## src/ppsp_pkg.sv

```systemverilog
package ppsp_pkg;
    // Register indices; byte address is four times the index
    localparam logic [7:0] IDX_STATUS_PIN_CONTROL = 8'h47;
    localparam logic [7:0] IDX_PORT_OUT_SLOT0 = 8'h4A;
    localparam logic [7:0] IDX_PORT_OUT_SLOT1 = 8'h4B;
    localparam logic [7:0] IDX_PORT_OUT_SLOT2 = 8'h4C;
    localparam logic [7:0] IDX_PORT_OUT_SLOT3_STATIC = 8'h4D;
    localparam logic [7:0] IDX_PORT_INPUT_WORD = 8'h4E;
    localparam logic [7:0] IDX_PORT_WAY_MASK = 8'h4F;
    localparam logic [7:0] IDX_PORT_CONFIG = 8'h50;
    localparam logic [15:0] RST_WORD = 16'h0000;
    localparam logic [1:0] RST_CONFIG = 2'h0;
    localparam logic [1:0] CFG_TIMESLOT = 2'h2;
    localparam logic [1:0] CFG_STATIC = 2'h1;
    localparam logic [2:0] SPS_OFF = 3'h0;
    localparam logic [2:0] SPS_DIRECT = 3'h1;
    localparam logic [2:0] SPS_STATE = 3'h4;
    localparam logic [2:0] SPS_STATUS = 3'h6;
    localparam int MODE_LSB = 2;
    localparam int POS_LSB = 12;
    localparam int STROBE0 = 12;
    localparam int SLOT_BITS = 12;
endpackage

```

## src/ppsp_top.sv

```systemverilog
`timescale 1ns/1ps
`default_nettype none
module ppsp_top (
    input wire logic clk,
    input wire logic arst_n,
    input wire logic psel,
    input wire logic penable,
    input wire logic pwrite,
    input wire logic [31:0] paddr,
    input wire logic [31:0] pwdata,
    output logic [31:0] prdata,
    output logic pready,
    output logic pslverr,
    input wire logic [15:0] multiplexed_port_pin_in,
    output logic [15:0] multiplexed_port_pin_out,
    output logic [15:0] multiplexed_port_pin_oe,
    input wire logic wakeup,
    input wire logic [15:0] speakerphone_state,
    input wire logic [15:0] status_word,
    output logic status_pin_zero,
    output logic status_pin_one
);
    import ppsp_pkg::*;

    logic [15:0] ctl_ff, nxt_ctl;
    logic [15:0] slot_ff [4];
    logic [15:0] nxt_slot [4];
    logic [15:0] din_ff, nxt_din;
    logic [15:0] mask_ff, nxt_mask;
    logic [1:0] cfg_ff, nxt_cfg;
    logic strb_ff, nxt_strb;
    logic [31:0] prdata_ff, nxt_prdata;
    logic pready_ff, nxt_pready;
    logic pslverr_ff, nxt_pslverr;
    logic [15:0] pout_ff, nxt_pout;
    logic [15:0] poe_ff, nxt_poe;
    logic status_pin_zero_ff, nxt_status_pin_zero;
    logic status_pin_one_ff, nxt_status_pin_one;
    logic setup, wr, hit;
    logic [7:0] idx;
    logic [15:0] src;
    logic [16:0] src_ext;
    logic [4:0] pos;

    assign setup = psel && !penable;
    assign idx = paddr[9:2];
    assign hit = (paddr[31:10] == 22'h0) && (paddr[1:0] == 2'h0) &&
        ((idx == IDX_STATUS_PIN_CONTROL) || (idx >= IDX_PORT_OUT_SLOT0 && idx <= IDX_PORT_CONFIG));
    assign wr = psel && penable && pready_ff && pwrite && !pslverr_ff;

    // Registers and bus answer
    always_comb begin
        nxt_ctl = ctl_ff;
        nxt_mask = mask_ff;
        nxt_cfg = cfg_ff;
        for (int i = 0; i < 4; i++) begin
            nxt_slot[i] = slot_ff[i];
        end
        nxt_pready = setup;
        nxt_pslverr = setup && !hit;
        nxt_prdata = 32'h0;
        if (setup && hit && !pwrite) begin
            case (idx)
                IDX_STATUS_PIN_CONTROL: nxt_prdata = {16'h0, ctl_ff};
                IDX_PORT_OUT_SLOT0: nxt_prdata = {16'h0, slot_ff[0]};
                IDX_PORT_OUT_SLOT1: nxt_prdata = {16'h0, slot_ff[1]};
                IDX_PORT_OUT_SLOT2: nxt_prdata = {16'h0, slot_ff[2]};
                IDX_PORT_OUT_SLOT3_STATIC: nxt_prdata = {16'h0, slot_ff[3]};
                IDX_PORT_INPUT_WORD: nxt_prdata = {16'h0, din_ff};
                IDX_PORT_WAY_MASK: nxt_prdata = {16'h0, mask_ff};
                IDX_PORT_CONFIG: nxt_prdata = {30'h0, cfg_ff};
                default: nxt_prdata = 32'h0;
            endcase
        end
        if (wr) begin
            case (idx)
                IDX_STATUS_PIN_CONTROL: nxt_ctl = pwdata[15:0];
                // Upper nibble of slots 0-2 is not stored
                IDX_PORT_OUT_SLOT0: nxt_slot[0] = {4'h0, pwdata[11:0]};
                IDX_PORT_OUT_SLOT1: nxt_slot[1] = {4'h0, pwdata[11:0]};
                IDX_PORT_OUT_SLOT2: nxt_slot[2] = {4'h0, pwdata[11:0]};
                IDX_PORT_OUT_SLOT3_STATIC: nxt_slot[3] = pwdata[15:0];
                IDX_PORT_WAY_MASK: nxt_mask = pwdata[15:0];
                IDX_PORT_CONFIG: nxt_cfg = pwdata[1:0];
                default: nxt_cfg = cfg_ff;
            endcase
        end
        // Wakeup wins over a write in the same cycle unless the written mode is SPS_DIRECT
        if (wakeup && nxt_ctl[MODE_LSB +: 3] != SPS_DIRECT) begin
            nxt_ctl[MODE_LSB +: 3] = SPS_OFF;
        end
    end

    // Port pins
    always_comb begin
        nxt_pout = 16'h0;
        nxt_poe = 16'h0;
        nxt_din = din_ff;
        nxt_strb = multiplexed_port_pin_in[STROBE0];
        if (cfg_ff == CFG_TIMESLOT) begin
            // Strobes are inputs; data pins carry the active slot
            for (int i = 0; i < 4; i++) begin
                if (multiplexed_port_pin_in[STROBE0 + i]) begin
                    nxt_pout = {4'h0, slot_ff[i][SLOT_BITS-1:0]};
                end
            end
            if (multiplexed_port_pin_in[STROBE0]) begin
                nxt_poe = {4'h0, mask_ff[SLOT_BITS-1:0]};
            end else if (|multiplexed_port_pin_in[15:13]) begin
                nxt_poe = 16'h0FFF;
            end
            if (strb_ff && !multiplexed_port_pin_in[STROBE0]) begin
                nxt_din = {4'h0, multiplexed_port_pin_in[SLOT_BITS-1:0]};
            end
        end else if (cfg_ff == CFG_STATIC) begin
            nxt_pout = slot_ff[3];
            nxt_poe = mask_ff;
            nxt_din = multiplexed_port_pin_in;
        end
    end

    // Status pins
    always_comb begin
        case (ctl_ff[MODE_LSB +: 3])
            SPS_STATE: src = speakerphone_state;
            SPS_STATUS: src = status_word;
            default: src = 16'h0;
        endcase
        src_ext = {1'b0, src};
        pos = {1'b0, ctl_ff[POS_LSB +: 4]};
        case (ctl_ff[MODE_LSB +: 3])
            SPS_DIRECT: begin
                nxt_status_pin_zero = ctl_ff[0];
                nxt_status_pin_one = ctl_ff[1];
            end
            SPS_STATE, SPS_STATUS: begin
                nxt_status_pin_zero = src_ext[pos];
                nxt_status_pin_one = src_ext[pos + 5'h1];
            end
            default: begin
                nxt_status_pin_zero = 1'b0;
                nxt_status_pin_one = 1'b0;
            end
        endcase
    end

    // Register group
    always_ff @(posedge clk or negedge arst_n) begin
        if (!arst_n) begin
            ctl_ff <= RST_WORD;
            for (int i = 0; i < 4; i++) begin
                slot_ff[i] <= RST_WORD;
            end
            mask_ff <= RST_WORD;
            cfg_ff <= RST_CONFIG;
            prdata_ff <= 32'h0;
            pready_ff <= 1'b0;
            pslverr_ff <= 1'b0;
        end else begin
            ctl_ff <= nxt_ctl;
            for (int i = 0; i < 4; i++) begin
                slot_ff[i] <= nxt_slot[i];
            end
            mask_ff <= nxt_mask;
            cfg_ff <= nxt_cfg;
            prdata_ff <= nxt_prdata;
            pready_ff <= nxt_pready;
            pslverr_ff <= nxt_pslverr;
        end
    end

    // Port pin group
    always_ff @(posedge clk or negedge arst_n) begin
        if (!arst_n) begin
            din_ff <= RST_WORD;
            strb_ff <= 1'b0;
            pout_ff <= RST_WORD;
            poe_ff <= RST_WORD;
        end else begin
            din_ff <= nxt_din;
            strb_ff <= nxt_strb;
            pout_ff <= nxt_pout;
            poe_ff <= nxt_poe;
        end
    end

    // Status pin group
    always_ff @(posedge clk or negedge arst_n) begin
        if (!arst_n) begin
            status_pin_zero_ff <= 1'b0;
            status_pin_one_ff <= 1'b0;
        end else begin
            status_pin_zero_ff <= nxt_status_pin_zero;
            status_pin_one_ff <= nxt_status_pin_one;
        end
    end

    assign prdata = prdata_ff;
    assign pready = pready_ff;
    assign pslverr = pslverr_ff;
    assign multiplexed_port_pin_out = pout_ff;
    assign multiplexed_port_pin_oe = poe_ff;
    assign status_pin_zero = status_pin_zero_ff;
    assign status_pin_one = status_pin_one_ff;

    AST_TS_DRIVE: assert property (@(posedge clk) disable iff (!arst_n)
        (cfg_ff == CFG_TIMESLOT && multiplexed_port_pin_in[15:12] == 4'h2)
        |=> multiplexed_port_pin_out == {4'h0, $past(slot_ff[1][11:0])})
        else $error("timeslot one word not driven");
    AST_STATIC_DRIVE: assert property (@(posedge clk) disable iff (!arst_n)
        (cfg_ff == CFG_STATIC) |=> multiplexed_port_pin_out == $past(slot_ff[3]))
        else $error("static word not driven");
    AST_TS_CAPTURE: assert property (@(posedge clk) disable iff (!arst_n)
        (cfg_ff == CFG_TIMESLOT && strb_ff && !multiplexed_port_pin_in[STROBE0])
        |=> din_ff == {4'h0, $past(multiplexed_port_pin_in[11:0])})
        else $error("strobe fall capture missed");
    AST_STATIC_IN: assert property (@(posedge clk) disable iff (!arst_n)
        (cfg_ff == CFG_STATIC) |=> din_ff == $past(multiplexed_port_pin_in))
        else $error("static input not sampled");
    AST_MASK: assert property (@(posedge clk) disable iff (!arst_n)
        (cfg_ff == CFG_STATIC) |=> multiplexed_port_pin_oe == $past(mask_ff))
        else $error("direction mask not applied");
    AST_OFF: assert property (@(posedge clk) disable iff (!arst_n)
        (ctl_ff[4:2] == SPS_OFF) |=> !status_pin_zero && !status_pin_one)
        else $error("disabled status pins not low");
    AST_WINDOW: assert property (@(posedge clk) disable iff (!arst_n)
        (ctl_ff[4:2] == SPS_STATUS && ctl_ff[15:12] == 4'hE)
        |=> status_pin_zero == $past(status_word[14]) && status_pin_one == $past(status_word[15]))
        else $error("status window wrong");
    AST_WAKE: assert property (@(posedge clk) disable iff (!arst_n)
        (wakeup && ctl_ff[4:2] != SPS_DIRECT && !wr) |=> ctl_ff[4:2] == SPS_OFF)
        else $error("wakeup did not clear mode");
    AST_DIRECT: assert property (@(posedge clk) disable iff (!arst_n)
        (ctl_ff[4:2] == SPS_DIRECT) |=> status_pin_one == $past(ctl_ff[1])
        && status_pin_zero == $past(ctl_ff[0]))
        else $error("direct control not followed");
    AST_RESERVED: assert property (@(posedge clk) disable iff (!arst_n)
        (ctl_ff[4:2] == 3'h7) |=> !status_pin_zero && !status_pin_one)
        else $error("reserved mode drove pins");
    AST_UPPER_ZERO: assert property (@(posedge clk) disable iff (!arst_n)
        slot_ff[0][15:12] == 4'h0 && slot_ff[1][15:12] == 4'h0
        && slot_ff[2][15:12] == 4'h0)
        else $error("unused slot bits set");
    AST_TS_SLOT0: assert property (@(posedge clk) disable iff (!arst_n)
        (cfg_ff == CFG_TIMESLOT && multiplexed_port_pin_in[15:12] == 4'h1)
        |=> multiplexed_port_pin_out == {4'h0, $past(slot_ff[0][11:0])})
        else $error("timeslot zero word not driven");
    AST_TS_SLOT2: assert property (@(posedge clk) disable iff (!arst_n)
        (cfg_ff == CFG_TIMESLOT && multiplexed_port_pin_in[15:12] == 4'h4)
        |=> multiplexed_port_pin_out == {4'h0, $past(slot_ff[2][11:0])})
        else $error("timeslot two word not driven");
    AST_TS_SLOT3: assert property (@(posedge clk) disable iff (!arst_n)
        (cfg_ff == CFG_TIMESLOT && multiplexed_port_pin_in[15:12] == 4'h8)
        |=> multiplexed_port_pin_out == {4'h0, $past(slot_ff[3][11:0])})
        else $error("timeslot three word not driven");
    AST_TS_STROBE_IN: assert property (@(posedge clk) disable iff (!arst_n)
        (cfg_ff == CFG_TIMESLOT)
        |=> multiplexed_port_pin_oe[15:12] == 4'h0)
        else $error("strobe pins driven in timeslot mode");
    AST_TS_DATA_OE: assert property (@(posedge clk) disable iff (!arst_n)
        (cfg_ff == CFG_TIMESLOT && !multiplexed_port_pin_in[STROBE0]
        && multiplexed_port_pin_in[15:13] != 3'h0)
        |=> multiplexed_port_pin_oe == 16'h0FFF)
        else $error("data pins not driven in output slot");
    AST_TS_UPPER_OUT: assert property (@(posedge clk) disable iff (!arst_n)
        (cfg_ff == CFG_TIMESLOT)
        |=> multiplexed_port_pin_out[15:12] == 4'h0)
        else $error("strobe pin levels set in timeslot mode");
    AST_TS_MASK: assert property (@(posedge clk) disable iff (!arst_n)
        (cfg_ff == CFG_TIMESLOT && multiplexed_port_pin_in[STROBE0])
        |=> multiplexed_port_pin_oe == {4'h0, $past(mask_ff[11:0])})
        else $error("direction mask not applied in slot zero");
    AST_TS_IDLE: assert property (@(posedge clk) disable iff (!arst_n)
        (cfg_ff == CFG_TIMESLOT && multiplexed_port_pin_in[15:12] == 4'h0)
        |=> multiplexed_port_pin_oe == 16'h0)
        else $error("pins driven with no strobe");
    AST_PORT_OFF: assert property (@(posedge clk) disable iff (!arst_n)
        (cfg_ff != CFG_TIMESLOT && cfg_ff != CFG_STATIC)
        |=> multiplexed_port_pin_oe == 16'h0 && multiplexed_port_pin_out == 16'h0)
        else $error("port driven while off");
    AST_TS_HOLD: assert property (@(posedge clk) disable iff (!arst_n)
        (cfg_ff == CFG_TIMESLOT && !(strb_ff && !multiplexed_port_pin_in[STROBE0]))
        |=> din_ff == $past(din_ff))
        else $error("input word changed without strobe fall");
    AST_SLOT3_WRITE: assert property (@(posedge clk) disable iff (!arst_n)
        (wr && idx == IDX_PORT_OUT_SLOT3_STATIC)
        |=> slot_ff[3] == $past(pwdata[15:0]))
        else $error("static word not stored in full");
    AST_RESERVED2: assert property (@(posedge clk) disable iff (!arst_n)
        (ctl_ff[4:2] == 3'h2)
        |=> !status_pin_zero && !status_pin_one)
        else $error("reserved mode two drove pins");
    AST_RESERVED3: assert property (@(posedge clk) disable iff (!arst_n)
        (ctl_ff[4:2] == 3'h3)
        |=> !status_pin_zero && !status_pin_one)
        else $error("reserved mode three drove pins");
    AST_RESERVED5: assert property (@(posedge clk) disable iff (!arst_n)
        (ctl_ff[4:2] == 3'h5)
        |=> !status_pin_zero && !status_pin_one)
        else $error("reserved mode five drove pins");
    AST_STATE_WIN: assert property (@(posedge clk) disable iff (!arst_n)
        (ctl_ff[4:2] == SPS_STATE)
        |=> status_pin_zero == $past(speakerphone_state[ctl_ff[15:12]]))
        else $error("state window low bit wrong");
    AST_STATE_WIN_ONE: assert property (@(posedge clk) disable iff (!arst_n)
        (ctl_ff[4:2] == SPS_STATE && ctl_ff[15:12] != 4'hF)
        |=> status_pin_one == $past(speakerphone_state[ctl_ff[15:12] + 4'h1]))
        else $error("state window high bit wrong");
    AST_STATUS_WIN: assert property (@(posedge clk) disable iff (!arst_n)
        (ctl_ff[4:2] == SPS_STATUS)
        |=> status_pin_zero == $past(status_word[ctl_ff[15:12]]))
        else $error("status window low bit wrong");
    AST_STATUS_WIN_ONE: assert property (@(posedge clk) disable iff (!arst_n)
        (ctl_ff[4:2] == SPS_STATUS && ctl_ff[15:12] != 4'hF)
        |=> status_pin_one == $past(status_word[ctl_ff[15:12] + 4'h1]))
        else $error("status window high bit wrong");
    AST_WAKE_KEEP: assert property (@(posedge clk) disable iff (!arst_n)
        (wakeup && ctl_ff[4:2] == SPS_DIRECT && !wr)
        |=> ctl_ff[4:2] == SPS_DIRECT)
        else $error("wakeup changed direct mode");
    AST_WAKE_WRITE: assert property (@(posedge clk) disable iff (!arst_n)
        (wakeup && wr && idx == IDX_STATUS_PIN_CONTROL && pwdata[4:2] != SPS_DIRECT)
        |=> ctl_ff[4:2] == SPS_OFF)
        else $error("wakeup lost to mode write");
    AST_MODE_WRITE: assert property (@(posedge clk) disable iff (!arst_n)
        (wr && idx == IDX_STATUS_PIN_CONTROL && !wakeup)
        |=> ctl_ff == $past(pwdata[15:0]))
        else $error("status pin control not stored");
    AST_SLOT_READ: assert property (@(posedge clk) disable iff (!arst_n)
        (setup && hit && !pwrite && idx == IDX_PORT_OUT_SLOT0)
        |=> prdata[15:12] == 4'h0)
        else $error("unused slot bits read back");
    AST_SLOT_WRITE: assert property (@(posedge clk) disable iff (!arst_n)
        (wr && idx == IDX_PORT_OUT_SLOT1)
        |=> slot_ff[1] == {4'h0, $past(pwdata[11:0])})
        else $error("slot one word not stored");
endmodule
`default_nettype wire
```

## config.mk

```make
export PLATFORM = sky130hd
export DESIGN_NAME = ppsp_top
export DESIGN_NICKNAME = d
export VERILOG_FILES = /design/src/ppsp_pkg.sv /design/src/ppsp_top.sv
export SDC_FILE = /design/constraint.sdc
export NUM_CORES = 1
export LEC_CHECK = 0
export BUFFER_PORTS_ARGS = -buffer_cell sky130_fd_sc_hd__buf_2
export CAP_MARGIN = 10
export CORE_MARGIN = 4
export CORE_UTILIZATION = 41
export DETAILED_ROUTE_END_ITERATION = 10
export HOLD_SLACK_MARGIN = 0.05
export SLEW_MARGIN = 10
export SYNTH_ARGS = -nofsm -noshare
export SYNTH_HDL_FRONTEND = slang
export SYNTH_SLANG_ARGS = --single-unit
```

## constraint.sdc

```tcl
create_clock -name clk -period 4.1 [get_ports clk]
set_input_delay 0.41 -clock clk [delete_from_list [all_inputs] [get_ports clk]]
set_output_delay 0.41 -clock clk [all_outputs]
set_load 0.05 [all_outputs]
```

==> impl_metrics.json <==
{
  "first_iter_violations": 468,
  "synth.cell_area_um2": 7457,
  "post_cts_buffers": 0,
  "synth_edf_count": 0,
  "crit_fanout": 11,
  "drc": 0,
  "setup_viol": 0,
  "cts_buffers": 17,
  "setup-tns-final_ns": 0,
  "max_freq_mhz": 377.9,
  "max_cap_viol_count": 0,
  "clkSlewWorstSetupHoldPaths_ns": 0.06,
  "critPathKind": "reg2reg",
  "grt_pass1_vias": 5765,
  "synth.avg_cell_area_um2": 12.24,
  "worstSetupStartpointType": "flip-flop",
  "grt_max_degree": 107,
  "grt-ovfl-total": 0,
  "clk_latency_ns": 0.43,
  "tightestPinTransition_ns": 1.136,
  "crit_family": "multiplexers",
  "grt_usage": 0.2035,
  "synth_ff_type": "dfrtp_1",
  "seq_area_frac_synth": 0.5201,
  "critPathRequiredTime_ns": 4.39,
  "antennaDiodeCount": 0,
  "cpMaxStageDelayCell": "ha_1",
  "fp.dieH_um": 142.9,
  "vias": 5626,
  "ir_drop_v": 0.0002793,
  "finalHoldViolCount": 0,
  "ios": 186,
  "power.density_nw_per_um2": 371.8,
  "postCtsResizedCells": 0,
  "fin_skew_ns": 0.009318,
  "fillers": 1623,
  "async_reset_ff_frac": 1.000,
  "grt_setup_unrepaired": "no",
  "viasPerCell": 5.671,
  "slew_viol_final": 0,
  "hold_buffers": 0,
  "cp_common_cell": "mux4_2",
  "yosysWarningCount": 0,
  "drive_gt1_frac": 0.4168,
  "antenna_left": 0,
  "antenna_found_initial": 0,
  "cts_tree": "done",
  "synth_cell_types": 48,
  "place_congestion": 0.8387,
  "cp.arrival_ns": 2.94,
  "hold_class": "in2async",
  "clockBufferDepth": 2,
  "syn_inst": 609,
  "wl_per_cell_um": 20.82,
  "nets": 869,
  "grt_pass1_wl_um": 32110,
  "firstDrtPassIters": 8,
  "finalPower_uw": 3334,
  "endpoint_kind": "flip-flop",
  "slew_headroom": 0.2414,
  "die_x_um": 142.9,
  "cts_num_sinks": 155,
  "final.period_utilization": 0.6454,
  "dieArea_um2": 20410,
  "syn_to_final_growth_pct": 20.25,
  "ys_ff_latch": 155,
  "synth_top_area_frac": 0.5201,
  "yosysTopAreaCell": "dfrtp_1",
  "wl_um": 20650,
  "synth.area.top_cells": "dfrtp_1, mux2_2, mux4_2, mux2i_1, buf_4",
  "root_buffer": "clkbuf_16",
  "dp_hpwl_um": 14490,
  "run_status": "finished, final reports clean",
  "critical_path_buf_inv_count": 0,
  "dp.cells": 959,
  "finalNonFillerCells": 992,
  "leakagePower_uw": 0.004480,
  "io_buffers": 153,
  "rows": 49,
  "cpPeakStageDelay_ns": 0.65,
  "finalCriticalPeriod_ns": 2.646,
  "timing.hold.ws_ns": 0.09612,
  "start_util": 0.4166,
  "coreArea_um2": 17900,
  "crit_path_cell_trace": "ha_1, mux4_2, mux4_2, a21oi_1, o31ai_1",
  "cts_max_level": 4
}
[stage by stage]
stage	instance area, um^2	setup slack, ns	utilization
4_1_cts	8960	1.467	0.5005
3_3_place_gp	8359	1.195	0.4669
5_1_grt	8967	1.343	0.5009
2_1_floorplan	7513	1.807	-
3_5_place_dp	8359	1.145	0.4669
6_report	8967	1.454	0.5009
[cell usage in the layout, fill, tap and decap left out, types with 3 or more instances in the layout]
| cell type | count |
|---|---|
| nand2_1 | 30 |
| nor4_1 | 7 |
| o21ai_0 | 28 |
| a221oi_1 | 13 |
| nand2b_1 | 4 |
| a21o_1 | 13 |
| nor2b_1 | 20 |
| dfrtp_1 | 155 |
| a22o_1 | 8 |
| clkbuf_16 | 17 |
| a222oi_1 | 14 |
| clkbuf_8 | 5 |
| nor2_1 | 15 |
| nand3_1 | 3 |
| buf_4 | 16 |
| nor3_1 | 16 |
| inv_1 | 4 |
| and2_1 | 8 |
| a21oi_1 | 28 |
| a31oi_1 | 5 |
| conb_1 | 16 |
| clkinv_4 | 5 |
| a22oi_1 | 15 |
| buf_2 | 152 |
| mux4_2 | 16 |
| and3_1 | 3 |
| mux2_2 | 97 |
| mux2i_1 | 17 |
[power breakdown]
| part | internal [uW] | total (uW) | leakage, uW | switching (uW) |
|---|---|---|---|---|
| sequential | 1540 | 1550 | 0.00216 | 8.46 |
| combinational | 77.8 | 229 | 0.00203 | 151 |
| clock | 924 | 1550 | 0.000290 | 629 |
[worst reg2reg max path, stage by stage (launching register included)]
cell	delay (ns)
dfrtp_1	0.53
ha_1	0.65
mux4_2	0.58
mux4_2	0.49
a21oi_1	0.17
o31ai_1	0.10
[metal layers]
layer,wire (um),part of all wire,global-route usage,up-vias
met5,0,0,0,-
met4,233,0.011,0.05003,0
met3,1474,0.071,0.04287,20
met2,9840,0.48,0.3296,231
met1,9104,0.44,0.2822,2852
li1,-,-,-,2523
[Yosys cell counts (all sizes together) (3+ instances only)]
master,instances
a222oi,14
nand3,3
inv,4
a22oi,15
nor2,15
nand2,30
and2,8
and3,3
nor2b,20
mux2,97
o21ai,28
mux2i,17
dfrtp,155
a221oi,13
a22o,8
mux4,16
clkbuf,27
nor3,16
a31oi,5
a21oi,28
nor4,8
a21o,13
buf,35
nand2b,4
[flip-flops by register name, indices dropped and copies added (netlist names)]
register,cells
status_pin_one,1
din_ff,16
cfg_ff,2
multiplexed_port_pin_oe,16
mask_ff,16
pslverr,1
pready,1
ctl_ff,16
status_pin_zero,1
slot_ff,52
prdata,16
strb_ff,1
multiplexed_port_pin_out,16
[final timing paths]
path                                  from                          to  slack [ns]  depth (start not counted)
min in group clk                    wakeup                   ctl_ff[3]        0.17                          2
worst max register to register  ctl_ff[13]              status_pin_one        1.45                          5
worst max-delay path            ctl_ff[13]              status_pin_one        1.45                          5
max in group asynchronous           arst_n  multiplexed_port_pin_oe[0]        3.04                          2
worst min-delay path                arst_n  multiplexed_port_pin_oe[6]         0.1                          1
worst min register to register  mask_ff[0]  multiplexed_port_pin_oe[0]        0.50                          1
[final cells by class]
cell class                      count  area (um^2)  area share
Clock inverter                     10        106.4     0.01186
Inverter                            4        15.01    0.001674
Clock buffer                       22        494.2     0.05511
Multi-Input combinational cell    403         3294      0.3674
Timing Repair Buffer              169        892.1     0.09948
Sequential cell                   155         3879      0.4325
Tap cell                          229        286.5     0.03195
[cells by family after synthesis]
logic type                 synth area share
DFF                                  0.5201
AOI/OAI and AO/OA                    0.1232
muxes                                0.2176
other                             0.0005029
buffers and inverters               0.04647
adders and majority gates          0.001678
and+or+nand+nor                     0.08809
xor gates and xnor gates           0.002349
Note: power is estimated with default switching activity, not from simulation.
